## config.mk

```make
export PLATFORM = sky130hd
export DESIGN_NAME = io_channel_config_dac_adc_gpio
export DESIGN_NICKNAME = d
export VERILOG_FILES = /design/src/io_channel_config_dac_adc_gpio.v
export VERILOG_INCLUDE_DIRS = /design/src
export SDC_FILE = /design/constraint.sdc
export NUM_CORES = 1
export LEC_CHECK = 0
export BUFFER_PORTS_ARGS = -buffer_cell sky130_fd_sc_hd__buf_2
export CAP_MARGIN = 5
export CORE_ASPECT_RATIO = 0.5
export CORE_MARGIN = 8
export CORE_UTILIZATION = 45
export CTS_BUF_LIST = sky130_fd_sc_hd__clkbuf_4
export CTS_CLUSTER_DIAMETER = 200
export DETAILED_ROUTE_END_ITERATION = 8
export GPL_ROUTABILITY_DRIVEN = 0
export PLACE_DENSITY = 0.64
export SETUP_SLACK_MARGIN = 0.3
export SLEW_MARGIN = 10
export SYNTH_ARGS = -nofsm -noshare
export SYNTH_HDL_FRONTEND = slang
export SYNTH_HIERARCHICAL = 1
export SYNTH_SLANG_ARGS = --single-unit
export TNS_END_PERCENT = 5
```

## constraint.sdc

```tcl
create_clock -name CORE_CLK_I -period 15.45 [get_ports CORE_CLK_I]
set_input_delay 3.8625 -clock CORE_CLK_I [delete_from_list [all_inputs] [get_ports CORE_CLK_I]]
set_output_delay 3.8625 -clock CORE_CLK_I [all_outputs]
set_load 0.01 [all_outputs]
```

## src/io_channel_map.vh

```
`ifndef IO_CHANNEL_MAP_VH
`define IO_CHANNEL_MAP_VH

// ----------------------------------------------------------------------
// pointer byte modes (upper nibble)
// ----------------------------------------------------------------------
`define PTR_MODE_CONFIG   4'h0
`define PTR_MODE_DAC_WR   4'h1
`define PTR_MODE_ADC_RD   4'h4
`define PTR_MODE_DAC_RD   4'h5
`define PTR_MODE_GPIO_RD  4'h6
`define PTR_MODE_REG_RD   4'h7

// ----------------------------------------------------------------------
// control register indices (lower nibble)
// ----------------------------------------------------------------------
`define REG_ADC_SEQ       4'h2
`define REG_GEN_CTRL      4'h3
`define REG_ADC_CFG       4'h4
`define REG_DAC_CFG       4'h5
`define REG_LOAD_MODE     4'h7
`define REG_GPO_CFG       4'h8
`define REG_GPO_DATA      4'h9
`define REG_GPI_CFG       4'hA
`define REG_OD_CFG        4'hC
`define REG_SW_RESET      4'hF

// ----------------------------------------------------------------------
// reset values, keys and field positions
// ----------------------------------------------------------------------
`define RESET_WORD        16'h0000
`define RESET_BYTE        8'h00
`define RESET_MASK        9'h000
`define RESET_CODE        12'h000
`define SW_RESET_KEY      16'h0DAC
`define LOCK_BIT          7
`define SEQ_TEMP_BIT      8
`define SEQ_REPEAT_BIT    9
`define LOAD_DIRECT       2'h0
`define LOAD_HOLD         2'h1
`define LOAD_ALL          2'h2
`define TEMP_ADDR         4'h8
`define DAC_TAG           1'h1
`define ADC_TAG           1'h0
`define BYTE_PTR          2'h0
`define BYTE_MSB          2'h1
`define BYTE_LSB          2'h2
`define BYTE_DONE         2'h3

`endif

```

## src/io_channel_config_dac_adc_gpio.v

```verilog
`timescale 1ns/1ns
// What this block does
// - lock bit blocks pin configuration writes
// - mode zero pointer selects control register
// - bit n configures channel pin n
// - latest configuration write wins per channel
// - dac plus adc: dac drives, adc monitors
// - input plus output acts as output, readable
// - dac write mode loads selected input register
// - load mode: 00 direct, 01 hold
// - load mode 10 copies all, reverts 01
// - dac readback only without running sequence
// - dac word: tag, address, input value
// - sequence converts lowest channel first
// - conversion starts at ack before msb
// - repeat restarts, otherwise last result repeats
// - adc word: zero tag, address, value
// - new sequence drops pending, starts fresh
// - output enable bit, push/pull follows data
// - open drain drives only low data
// - data bits of non-outputs are ignored
// - write is pointer, msb, lsb bytes
// - input enable; gpio pointer returns inputs
// - temperature bit adds conversion, address 1000
`include "io_channel_map.vh"

// ----------------------------------------------------------------------
// read word fifo
// ----------------------------------------------------------------------
// shift style so the head word sits in a flip-flop
module word_fifo #(
  parameter WIDTH = 16,
  parameter DEPTH = 8,
  parameter CW    = 4
) (
  input  wire             clk_i,
  input  wire             rst_n_i,
  input  wire             in_valid_i,
  input  wire [WIDTH-1:0] in_data_i,
  output reg              in_ready_o,
  output reg              out_valid_o,
  output wire [WIDTH-1:0] out_data_o,
  input  wire             out_ready_i
);
  localparam [CW-1:0] FULL = DEPTH;
  reg  [WIDTH-1:0] mem [0:DEPTH-1];
  reg  [CW-1:0]    count;
  reg  [CW-1:0]    next_count;
  reg  [CW-1:0]    wr_idx;
  wire             push = in_valid_i && in_ready_o;
  wire             pop  = out_valid_o && out_ready_i;
  integer          i;

  assign out_data_o = mem[0];

  always @* begin
    next_count = count;
    wr_idx     = count;
    if (push && !pop) begin
      next_count = count + 1'b1;
    end else if (!push && pop) begin
      next_count = count - 1'b1;
    end
    if (pop) begin
      wr_idx = count - 1'b1;
    end
  end

  always @(posedge clk_i or negedge rst_n_i) begin
    if (!rst_n_i) begin
      count       <= {CW{1'b0}};
      in_ready_o  <= 1'b1;
      out_valid_o <= 1'b0;
      for (i = 0; i < DEPTH; i = i + 1) begin
        mem[i] <= {WIDTH{1'b0}};
      end
    end else begin
      count       <= next_count;
      in_ready_o  <= next_count != FULL;
      out_valid_o <= next_count != {CW{1'b0}};
      for (i = 0; i < DEPTH; i = i + 1) begin
        if (push && wr_idx == i) begin
          mem[i] <= in_data_i;
        end else if (pop && i < DEPTH - 1) begin
          mem[i] <= mem[i+1];
        end
      end
    end
  end
endmodule

// ----------------------------------------------------------------------
// channel configuration, dac, adc sequencing and gpio
// ----------------------------------------------------------------------
module io_channel_config_dac_adc_gpio #(
  parameter FIFO_DEPTH = 8
) (
  input  wire        CORE_CLK_I,
  input  wire        RST_B_I,
  input  wire        FRAME_START_I,
  input  wire        BYTE_VALID_I,
  input  wire [7:0]  BYTE_I,
  input  wire        READ_REQ_I,
  input  wire        RD_READY_I,
  input  wire        ADC_DONE_I,
  input  wire [11:0] ADC_VALUE_I,
  input  wire [7:0]  CHANNEL_PIN_IN_I,
  output wire [15:0] RD_DATA_O,
  output wire        RD_VALID_O,
  output reg         REQ_READY_O,
  output reg         ADC_START_O,
  output reg  [3:0]  ADC_CHAN_O,
  output reg  [95:0] DAC_VALUE_O,
  output reg  [7:0]  DAC_ENABLE_O,
  output reg  [7:0]  ADC_ENABLE_O,
  output reg  [7:0]  CHANNEL_PIN_OUT_O,
  output reg  [7:0]  CHANNEL_PIN_OE_B_O
);
  localparam ST_IDLE = 2'b01;
  localparam ST_CONV = 2'b10;

  reg  [1:0]  rst_sync;
  wire        rst_n = rst_sync[1];
  reg         sw_rst;
  reg  [1:0]  state;
  reg  [7:0]  ptr;
  reg  [7:0]  msb;
  reg  [1:0]  byte_cnt;
  reg  [15:0] gen_ctrl;
  reg  [15:0] adc_seq;
  reg  [7:0]  gpo_cfg;
  reg  [7:0]  gpi_cfg;
  reg  [7:0]  od_cfg;
  reg  [7:0]  gpo_data;
  reg  [1:0]  load_mode;
  reg  [11:0] dac_in [0:7];
  reg  [8:0]  pending;
  reg         seq_fresh;
  reg  [15:0] last_word;
  reg         push;
  reg  [15:0] push_word;
  wire        fifo_ready;
  wire [15:0] wdata = {msb, BYTE_I};
  wire        commit = BYTE_VALID_I && byte_cnt == `BYTE_LSB;
  wire        locked = gen_ctrl[`LOCK_BIT];
  wire        seq_running = adc_seq[`SEQ_TEMP_BIT:0] != `RESET_MASK;
  wire        accept = READ_REQ_I && fifo_ready && !push &&
                       state == ST_IDLE;
  wire [7:0]  pin_state = (gpo_cfg & gpo_data) |
                          (~gpo_cfg & CHANNEL_PIN_IN_I);
  wire [8:0]  seq_sel = adc_seq[`SEQ_TEMP_BIT:0];
  wire [8:0]  rest = pending & ~(9'h001 << ADC_CHAN_O);
  integer     k;

  // lowest pending source, temperature last
  function [3:0] first_bit;
    input [8:0] mask;
    integer     j;
    begin
      first_bit = 4'h0;
      for (j = 8; j >= 0; j = j - 1) begin
        if (mask[j]) begin
          first_bit = j[3:0];
        end
      end
    end
  endfunction

  function [15:0] read_reg;
    input [3:0] idx;
    begin
      case (idx)
        `REG_ADC_SEQ:   read_reg = adc_seq;
        `REG_GEN_CTRL:  read_reg = gen_ctrl;
        `REG_ADC_CFG:   read_reg = {8'h00, ADC_ENABLE_O};
        `REG_DAC_CFG:   read_reg = {8'h00, DAC_ENABLE_O};
        `REG_LOAD_MODE: read_reg = {14'h0000, load_mode};
        `REG_GPO_CFG:   read_reg = {8'h00, gpo_cfg};
        `REG_GPO_DATA:  read_reg = {8'h00, gpo_data};
        `REG_GPI_CFG:   read_reg = {8'h00, gpi_cfg};
        `REG_OD_CFG:    read_reg = {8'h00, od_cfg};
        default:        read_reg = `RESET_WORD;
      endcase
    end
  endfunction

  // ----------------------------------------------------------------------
  // reset release
  // ----------------------------------------------------------------------
  // a software reset pulls the same synchroniser so every flop clears
  always @(posedge CORE_CLK_I or negedge RST_B_I) begin
    if (!RST_B_I) begin
      rst_sync <= 2'b00;
    end else if (sw_rst) begin
      rst_sync <= 2'b00;
    end else begin
      rst_sync <= {rst_sync[0], 1'b1};
    end
  end

  // ----------------------------------------------------------------------
  // byte framing and register writes
  // ----------------------------------------------------------------------
  always @(posedge CORE_CLK_I or negedge rst_n) begin
    if (!rst_n) begin
      ptr          <= `RESET_BYTE;
      msb          <= `RESET_BYTE;
      byte_cnt     <= `BYTE_PTR;
      gen_ctrl     <= `RESET_WORD;
      adc_seq      <= `RESET_WORD;
      ADC_ENABLE_O <= `RESET_BYTE;
      DAC_ENABLE_O <= `RESET_BYTE;
      gpo_cfg      <= `RESET_BYTE;
      gpi_cfg      <= `RESET_BYTE;
      od_cfg       <= `RESET_BYTE;
      gpo_data     <= `RESET_BYTE;
      load_mode    <= `LOAD_DIRECT;
      DAC_VALUE_O  <= {8{`RESET_CODE}};
      sw_rst       <= 1'b0;
      for (k = 0; k < 8; k = k + 1) begin
        dac_in[k] <= `RESET_CODE;
      end
    end else begin
      if (FRAME_START_I) begin
        byte_cnt <= `BYTE_PTR;
      end else if (BYTE_VALID_I) begin
        if (byte_cnt == `BYTE_PTR) begin
          ptr <= BYTE_I;
        end
        if (byte_cnt == `BYTE_MSB) begin
          msb <= BYTE_I;
        end
        if (byte_cnt != `BYTE_DONE) begin
          byte_cnt <= byte_cnt + 1'b1;
        end
      end
      if (commit && !FRAME_START_I) begin
        if (ptr[7:4] == `PTR_MODE_CONFIG) begin
          case (ptr[3:0])
            `REG_GEN_CTRL: begin
              gen_ctrl <= wdata;
            end
            `REG_ADC_SEQ: begin
              adc_seq <= wdata;
            end
            `REG_LOAD_MODE: begin
              if (wdata[1:0] == `LOAD_ALL) begin
                for (k = 0; k < 8; k = k + 1) begin
                  DAC_VALUE_O[k*12 +: 12] <= dac_in[k];
                end
                load_mode <= `LOAD_HOLD;
              end else begin
                load_mode <= wdata[1:0];
              end
            end
            `REG_GPO_DATA: begin
              gpo_data <= (gpo_data & ~gpo_cfg) |
                          (wdata[7:0] & gpo_cfg);
            end
            `REG_DAC_CFG: begin
              if (!locked) begin
                // dac may share a pin with adc only
                DAC_ENABLE_O <= wdata[7:0];
                gpo_cfg      <= gpo_cfg & ~wdata[7:0];
                gpi_cfg      <= gpi_cfg & ~wdata[7:0];
              end
            end
            `REG_ADC_CFG: begin
              if (!locked) begin
                ADC_ENABLE_O <= wdata[7:0];
                gpo_cfg      <= gpo_cfg & ~wdata[7:0];
                gpi_cfg      <= gpi_cfg & ~wdata[7:0];
              end
            end
            `REG_GPO_CFG: begin
              if (!locked) begin
                gpo_cfg      <= wdata[7:0];
                DAC_ENABLE_O <= DAC_ENABLE_O & ~wdata[7:0];
                ADC_ENABLE_O <= ADC_ENABLE_O & ~wdata[7:0];
              end
            end
            `REG_GPI_CFG: begin
              if (!locked) begin
                gpi_cfg      <= wdata[7:0];
                DAC_ENABLE_O <= DAC_ENABLE_O & ~wdata[7:0];
                ADC_ENABLE_O <= ADC_ENABLE_O & ~wdata[7:0];
              end
            end
            `REG_OD_CFG: begin
              if (!locked) begin
                od_cfg <= wdata[7:0];
              end
            end
            `REG_SW_RESET: begin
              if (wdata == `SW_RESET_KEY) begin
                sw_rst <= 1'b1;
              end
            end
            default: begin
            end
          endcase
        end else if (ptr[7:4] == `PTR_MODE_DAC_WR) begin
          dac_in[ptr[2:0]] <= wdata[11:0];
          if (load_mode == `LOAD_DIRECT) begin
            DAC_VALUE_O[ptr[2:0]*12 +: 12] <= wdata[11:0];
          end
        end
      end
    end
  end

  // ----------------------------------------------------------------------
  // read requests and adc sequencing
  // ----------------------------------------------------------------------
  always @(posedge CORE_CLK_I or negedge rst_n) begin
    if (!rst_n) begin
      state       <= ST_IDLE;
      pending     <= `RESET_MASK;
      seq_fresh   <= 1'b0;
      last_word   <= `RESET_WORD;
      push        <= 1'b0;
      push_word   <= `RESET_WORD;
      ADC_START_O <= 1'b0;
      ADC_CHAN_O  <= 4'h0;
      REQ_READY_O <= 1'b0;
    end else begin
      push        <= 1'b0;
      ADC_START_O <= 1'b0;
      REQ_READY_O <= fifo_ready && state == ST_IDLE && !accept && !push;
      case (state)
        ST_IDLE: begin
          if (accept) begin
            seq_fresh <= 1'b0;
            case (ptr[7:4])
              `PTR_MODE_ADC_RD: begin
                if (pending != `RESET_MASK) begin
                  ADC_START_O <= 1'b1;
                  ADC_CHAN_O  <= first_bit(pending);
                  state       <= ST_CONV;
                end else begin
                  push      <= 1'b1;
                  push_word <= last_word;
                end
              end
              `PTR_MODE_DAC_RD: begin
                // refused while a sequence is set; no word is returned
                if (!seq_running) begin
                  push      <= 1'b1;
                  push_word <= {`DAC_TAG, ptr[2:0],
                                dac_in[ptr[2:0]]};
                end
              end
              `PTR_MODE_GPIO_RD: begin
                push      <= 1'b1;
                push_word <= {8'h00, gpi_cfg & pin_state};
              end
              `PTR_MODE_REG_RD: begin
                push      <= 1'b1;
                push_word <= read_reg(ptr[3:0]);
              end
              default: begin
              end
            endcase
          end
        end
        ST_CONV: begin
          if (ADC_DONE_I) begin
            push  <= 1'b1;
            state <= ST_IDLE;
            if (ADC_CHAN_O == `TEMP_ADDR) begin
              push_word <= {`TEMP_ADDR, ADC_VALUE_I};
              last_word <= {`TEMP_ADDR, ADC_VALUE_I};
            end else begin
              push_word <= {`ADC_TAG, ADC_CHAN_O[2:0],
                            ADC_VALUE_I};
              last_word <= {`ADC_TAG, ADC_CHAN_O[2:0], ADC_VALUE_I};
            end
            // a sequence written mid-conversion keeps its full mask
            if (!seq_fresh) begin
              if (rest == `RESET_MASK &&
                  adc_seq[`SEQ_REPEAT_BIT]) begin
                pending <= seq_sel;
              end else begin
                pending <= rest;
              end
            end
          end
        end
        default: begin
          state <= ST_IDLE;
        end
      endcase
      if (commit && !FRAME_START_I && ptr == {`PTR_MODE_CONFIG,
                                              `REG_ADC_SEQ}) begin
        pending   <= wdata[`SEQ_TEMP_BIT:0];
        seq_fresh <= 1'b1;
      end
    end
  end

  // ----------------------------------------------------------------------
  // gpio pin drive
  // ----------------------------------------------------------------------
  // open drain only pulls low; a high bit releases the pin
  always @(posedge CORE_CLK_I or negedge rst_n) begin
    if (!rst_n) begin
      CHANNEL_PIN_OUT_O  <= `RESET_BYTE;
      CHANNEL_PIN_OE_B_O <= 8'hFF;
    end else begin
      CHANNEL_PIN_OUT_O  <= gpo_data & ~od_cfg;
      CHANNEL_PIN_OE_B_O <= ~(gpo_cfg & ~(od_cfg & gpo_data));
    end
  end

  word_fifo #(
    .WIDTH (16),
    .DEPTH (FIFO_DEPTH),
    .CW    (4)
  ) u_fifo (
    .clk_i       (CORE_CLK_I),
    .rst_n_i     (rst_n),
    .in_valid_i  (push),
    .in_data_i   (push_word),
    .in_ready_o  (fifo_ready),
    .out_valid_o (RD_VALID_O),
    .out_data_o  (RD_DATA_O),
    .out_ready_i (RD_READY_I)
  );
endmodule

```

==> results.md <==
- FF/Latch Area: 12400 um2
- Total core area: 56900 um2
- Worst R2R Path Depth: 12
- Synth area leaders: dfrtp_1 (47%), mux2_2 (9.1%), nand2_1 (6.3%), o21ai_0 (3.6%), mux2i_1 (2.9%)
- Place WS: 8700 ps
- Reg clk slew, reported paths: 70 ps
- Die X: 354 um
- Comb pwr share: 28.9%
- Iter 0 DRT Violations: 2374
- Routed WL: 78400 um
- Worst-path cell chain: buf_2 -> nand2_4 -> o21ai_2 -> nand2_1 -> nor2_2 -> mux2_2
- CP top delay family: simple AND/OR/NAND/NOR gates
- Crit path buf inv count: 1
- Final period util: 37.8%
- Count leader, synth: dfrtp_1
- Final antenna-violating net count: 0
- CP endpoint kind: flop
- Syn Std Cell Area: 25700 um2
- Critical Path RT: 16180 ps
- Final Hold Vio Count: 0
- Port Buffers: 185
- Via count: 20800
- Max-capacitance violation count: 0
- Launch point of the worst reg-to-reg path: ptr[0]$_DFFE_PN0P_
- Sequential share of power: 42.8%
- Syn Inst Count: 2555
- Switching Share: 38.2%
- DP Wirelength: 52800 um
- Via/cell ratio: 5.90
- Die area: 65500 um2
- F_max: 0.171 GHz
- Skew final: 69.5 ps
- Vias in the first global route: 20500
- Pwr Density: 130 nW/um2
- Fin Setup TNS: 0 ps
- Starting Density: 45.1%
- Average wire per cell in the routed design: 22.2 um
- Post-CTS Setup Inserts: 0
- Unrepaired setup endpoints after global routing: no
- Reg2reg end: DAC_VALUE_O[12]$_DFFE_PN0P_
- List of most frequent post-synthesis cells: dfrtp_1 (486), nand2_1 (428), mux2_2 (207), o21ai_0 (186), nor2_1 (157)
- Die height: 185 um
- Yosys warning total: 6
- CTS hold repair buffers: 0
- Worst hold slack: 437 ps
- Worst vdd ir: 62.4 uV
- Final net count: 2725
- Pin count of the biggest net entering global routing: 87
- Minimum clock period: 5840 ps
- Psw: 1.41 mW
- Initial antenna violation count: 5
- Max_slew headroom: 20.9%
- Num CTS Buffers: 116
- Top-level I/O count: 186
- Slowest Stage Delay on Critical Path: 850 ps
- Startpoint of the worst hold path: sw_rst$_DFFE_PN0P_
- Sequential share of the synthesized area: 48.3%
- Resized cells post-CTS: 0
- DRC viols: 0
- Post-synth ARST share: 100%
- Share of cells above drive strength 1: 25.7%
- Maximum buffer depth of the clock tree: 3
- Filler Cells Inserted: 5359
- Gr ovfl total: 0
- Final setup viols: 0
- Yosys top cell area share: 47.3%
- Worst hold endpoint: rst_sync[1]$_DFF_PN0_
- Startpoint Class: input pin
- Main synth FF type: dfrtp_1
- Row cnt: 62
- Worst slew pin tran: 1190 ps
- CP max FO: 86
- Final Max Slew Viols: 0
- Syn Nets: 2610
- Worst-Skew Late Latency: 910 ps
- Worst path slowest cell: nor2_2
- DR pass1 iterations: 5
- EDFF count, synth: 0
- H-Tree Depth: 3
- Syn Area/Cell: 10.1 um2
- Clock power frac: 28.3%
- First-pass GRT wire length: 122000 um
- Area growth syn-to-layout: 10.5%
- Worst min-delay path class: reg2reg
- R2r setup slk: 10230 ps
- Yosys top cell by area: dfrtp_1
- Worst hold path stage count: 1
- Sink Count: 496
- Gr usage total: 23.5%
- WS Path Type: in2reg
- CTS tree: yes
- Netlist cell types: 100
- Run status: finished clean
- Leak Pwr: 13.3 nW
- CP arrival: 6570 ps
- Setup ws final: 9610 ps
- Root buffer cell: clkbuf_4
- Multi-input logic area: 12200 um2
- Internal Pwr Total: 2.29 mW
- Seq cells post-synth: 496
## placed cells by master (no fill, tap or decap), types with 10 or more instances in the layout
cell type	Yosys	layout
a21oi_1	88	88
a22o_1	45	45
a22oi_1	28	28
a31oi_1	87	87
a32oi_1	12	12
a41oi_1	12	12
and2_1	11	10
and3_1	17	17
buf_2	37	185
buf_4	16	39
clkbuf_4	0	160
clkinv_1	1	28
dfrtp_1	486	484
dfstp_2	10	10
ha_1	19	19
inv_1	32	32
mux2_1	19	19
mux2_2	207	207
mux2_4	10	10
mux2i_1	74	74
mux4_2	24	24
nand2_1	428	427
nand2b_1	19	19
nand3_1	35	35
nor2_1	157	157
nor2b_1	23	23
nor3_1	26	26
nor3b_1	11	11
nor4_1	14	13
o21a_1	11	11
o21ai_0	186	186
o21ai_1	20	19
## cells by family (layout without fill, tap and decap cells)
kind of cell | count (synthesis) | in the layout | share of synthesized area [%]
AND/OR/NAND/NOR | 801 | 801 | 14.1
other | 0 | 3 | 0
XOR/XNOR | 8 | 8 | 0.331
flip-flops | 496 | 496 | 48.3
AO/OA/AOI/OAI | 635 | 635 | 16.5
buffers and inverters | 261 | 460 | 4.28
multiplexers | 334 | 334 | 15.5
adder cells (fa/ha/maj) | 20 | 20 | 1.00
## metrics by stage
stage	instances	area, um2	total power, mW	utilization (%)
finish	3525	28400	3.70	49.9
global route	3525	28400	3.90	49.9
CTS	3521	28400	3.70	49.8
detailed placement	3319	27000	2.65	47.3
global placement	3319	27000	2.62	47.3
floorplan	2555	25700	2.32	-
## final cells by class
class	instances	share of cell area, %
antenna	3	0.0264
clock inverter	42	0.762
sequential	496	43.8
timing repair buffer	225	4.33
inverter	33	0.436
multi-input combinational	1798	43.1
tap	768	3.38
clock buffer	160	4.23
## power by group through the flow
stage,sequential [mW],clock (mW),combinational [mW]
CTS,1.58,1.08,1.04
detailed placement,1.61,0,1.04
finish,1.59,1.05,1.07
global route,1.61,1.15,1.14
global placement,1.60,0,1.02
floorplan,1.54,0,0.787
## how the worst max path moves through the flow
stage               cells after the start                  start  slack, ps                    endpoint
detailed placement                      6             RD_READY_I       8700   u_fifo/mem[2]$_DFFE_PN0P_
floorplan                               0  rst_sync[1]$_DFF_PN0_        620   ADC_CHAN_O[0]$_DFFE_PN0P_
global route                            6             RD_READY_I       9450  u_fifo/mem[15]$_DFFE_PN0P_
CTS                                     6             RD_READY_I       9630   u_fifo/mem[2]$_DFFE_PN0P_
finish                                  6             RD_READY_I       9610   u_fifo/mem[2]$_DFFE_PN0P_
global placement                        6             RD_READY_I       8750   u_fifo/mem[4]$_DFFE_PN0P_
## metal layers
metal  up-vias  track usage, %  part of all wire [%]
met4         2            9.39                   3.6
met2       885            35.9                    45
li1       9461               -                     -
met3       216            5.98                   8.7
met5         -               0                 0.017
met1     10200            31.9                    43
## flip-flops by register name, summed over array words and instances (netlist names), 4 cells and up, named ones only
signal,flops
ADC_CHAN_O,4
u_fifo/count,4
u_fifo/out_data_o,16
DAC_ENABLE_O,8
gpo_cfg,8
pending,9
push_word,16
CHANNEL_PIN_OUT_O,8
ADC_ENABLE_O,8
adc_seq,16
gen_ctrl,16
ptr,8
u_fifo/mem,112
msb,8
dac_in,96
DAC_VALUE_O,96
od_cfg,8
CHANNEL_PIN_OE_B_O,8
gpi_cfg,8
last_word,16
No activity file was read; power rests on OpenSTA's default activity.
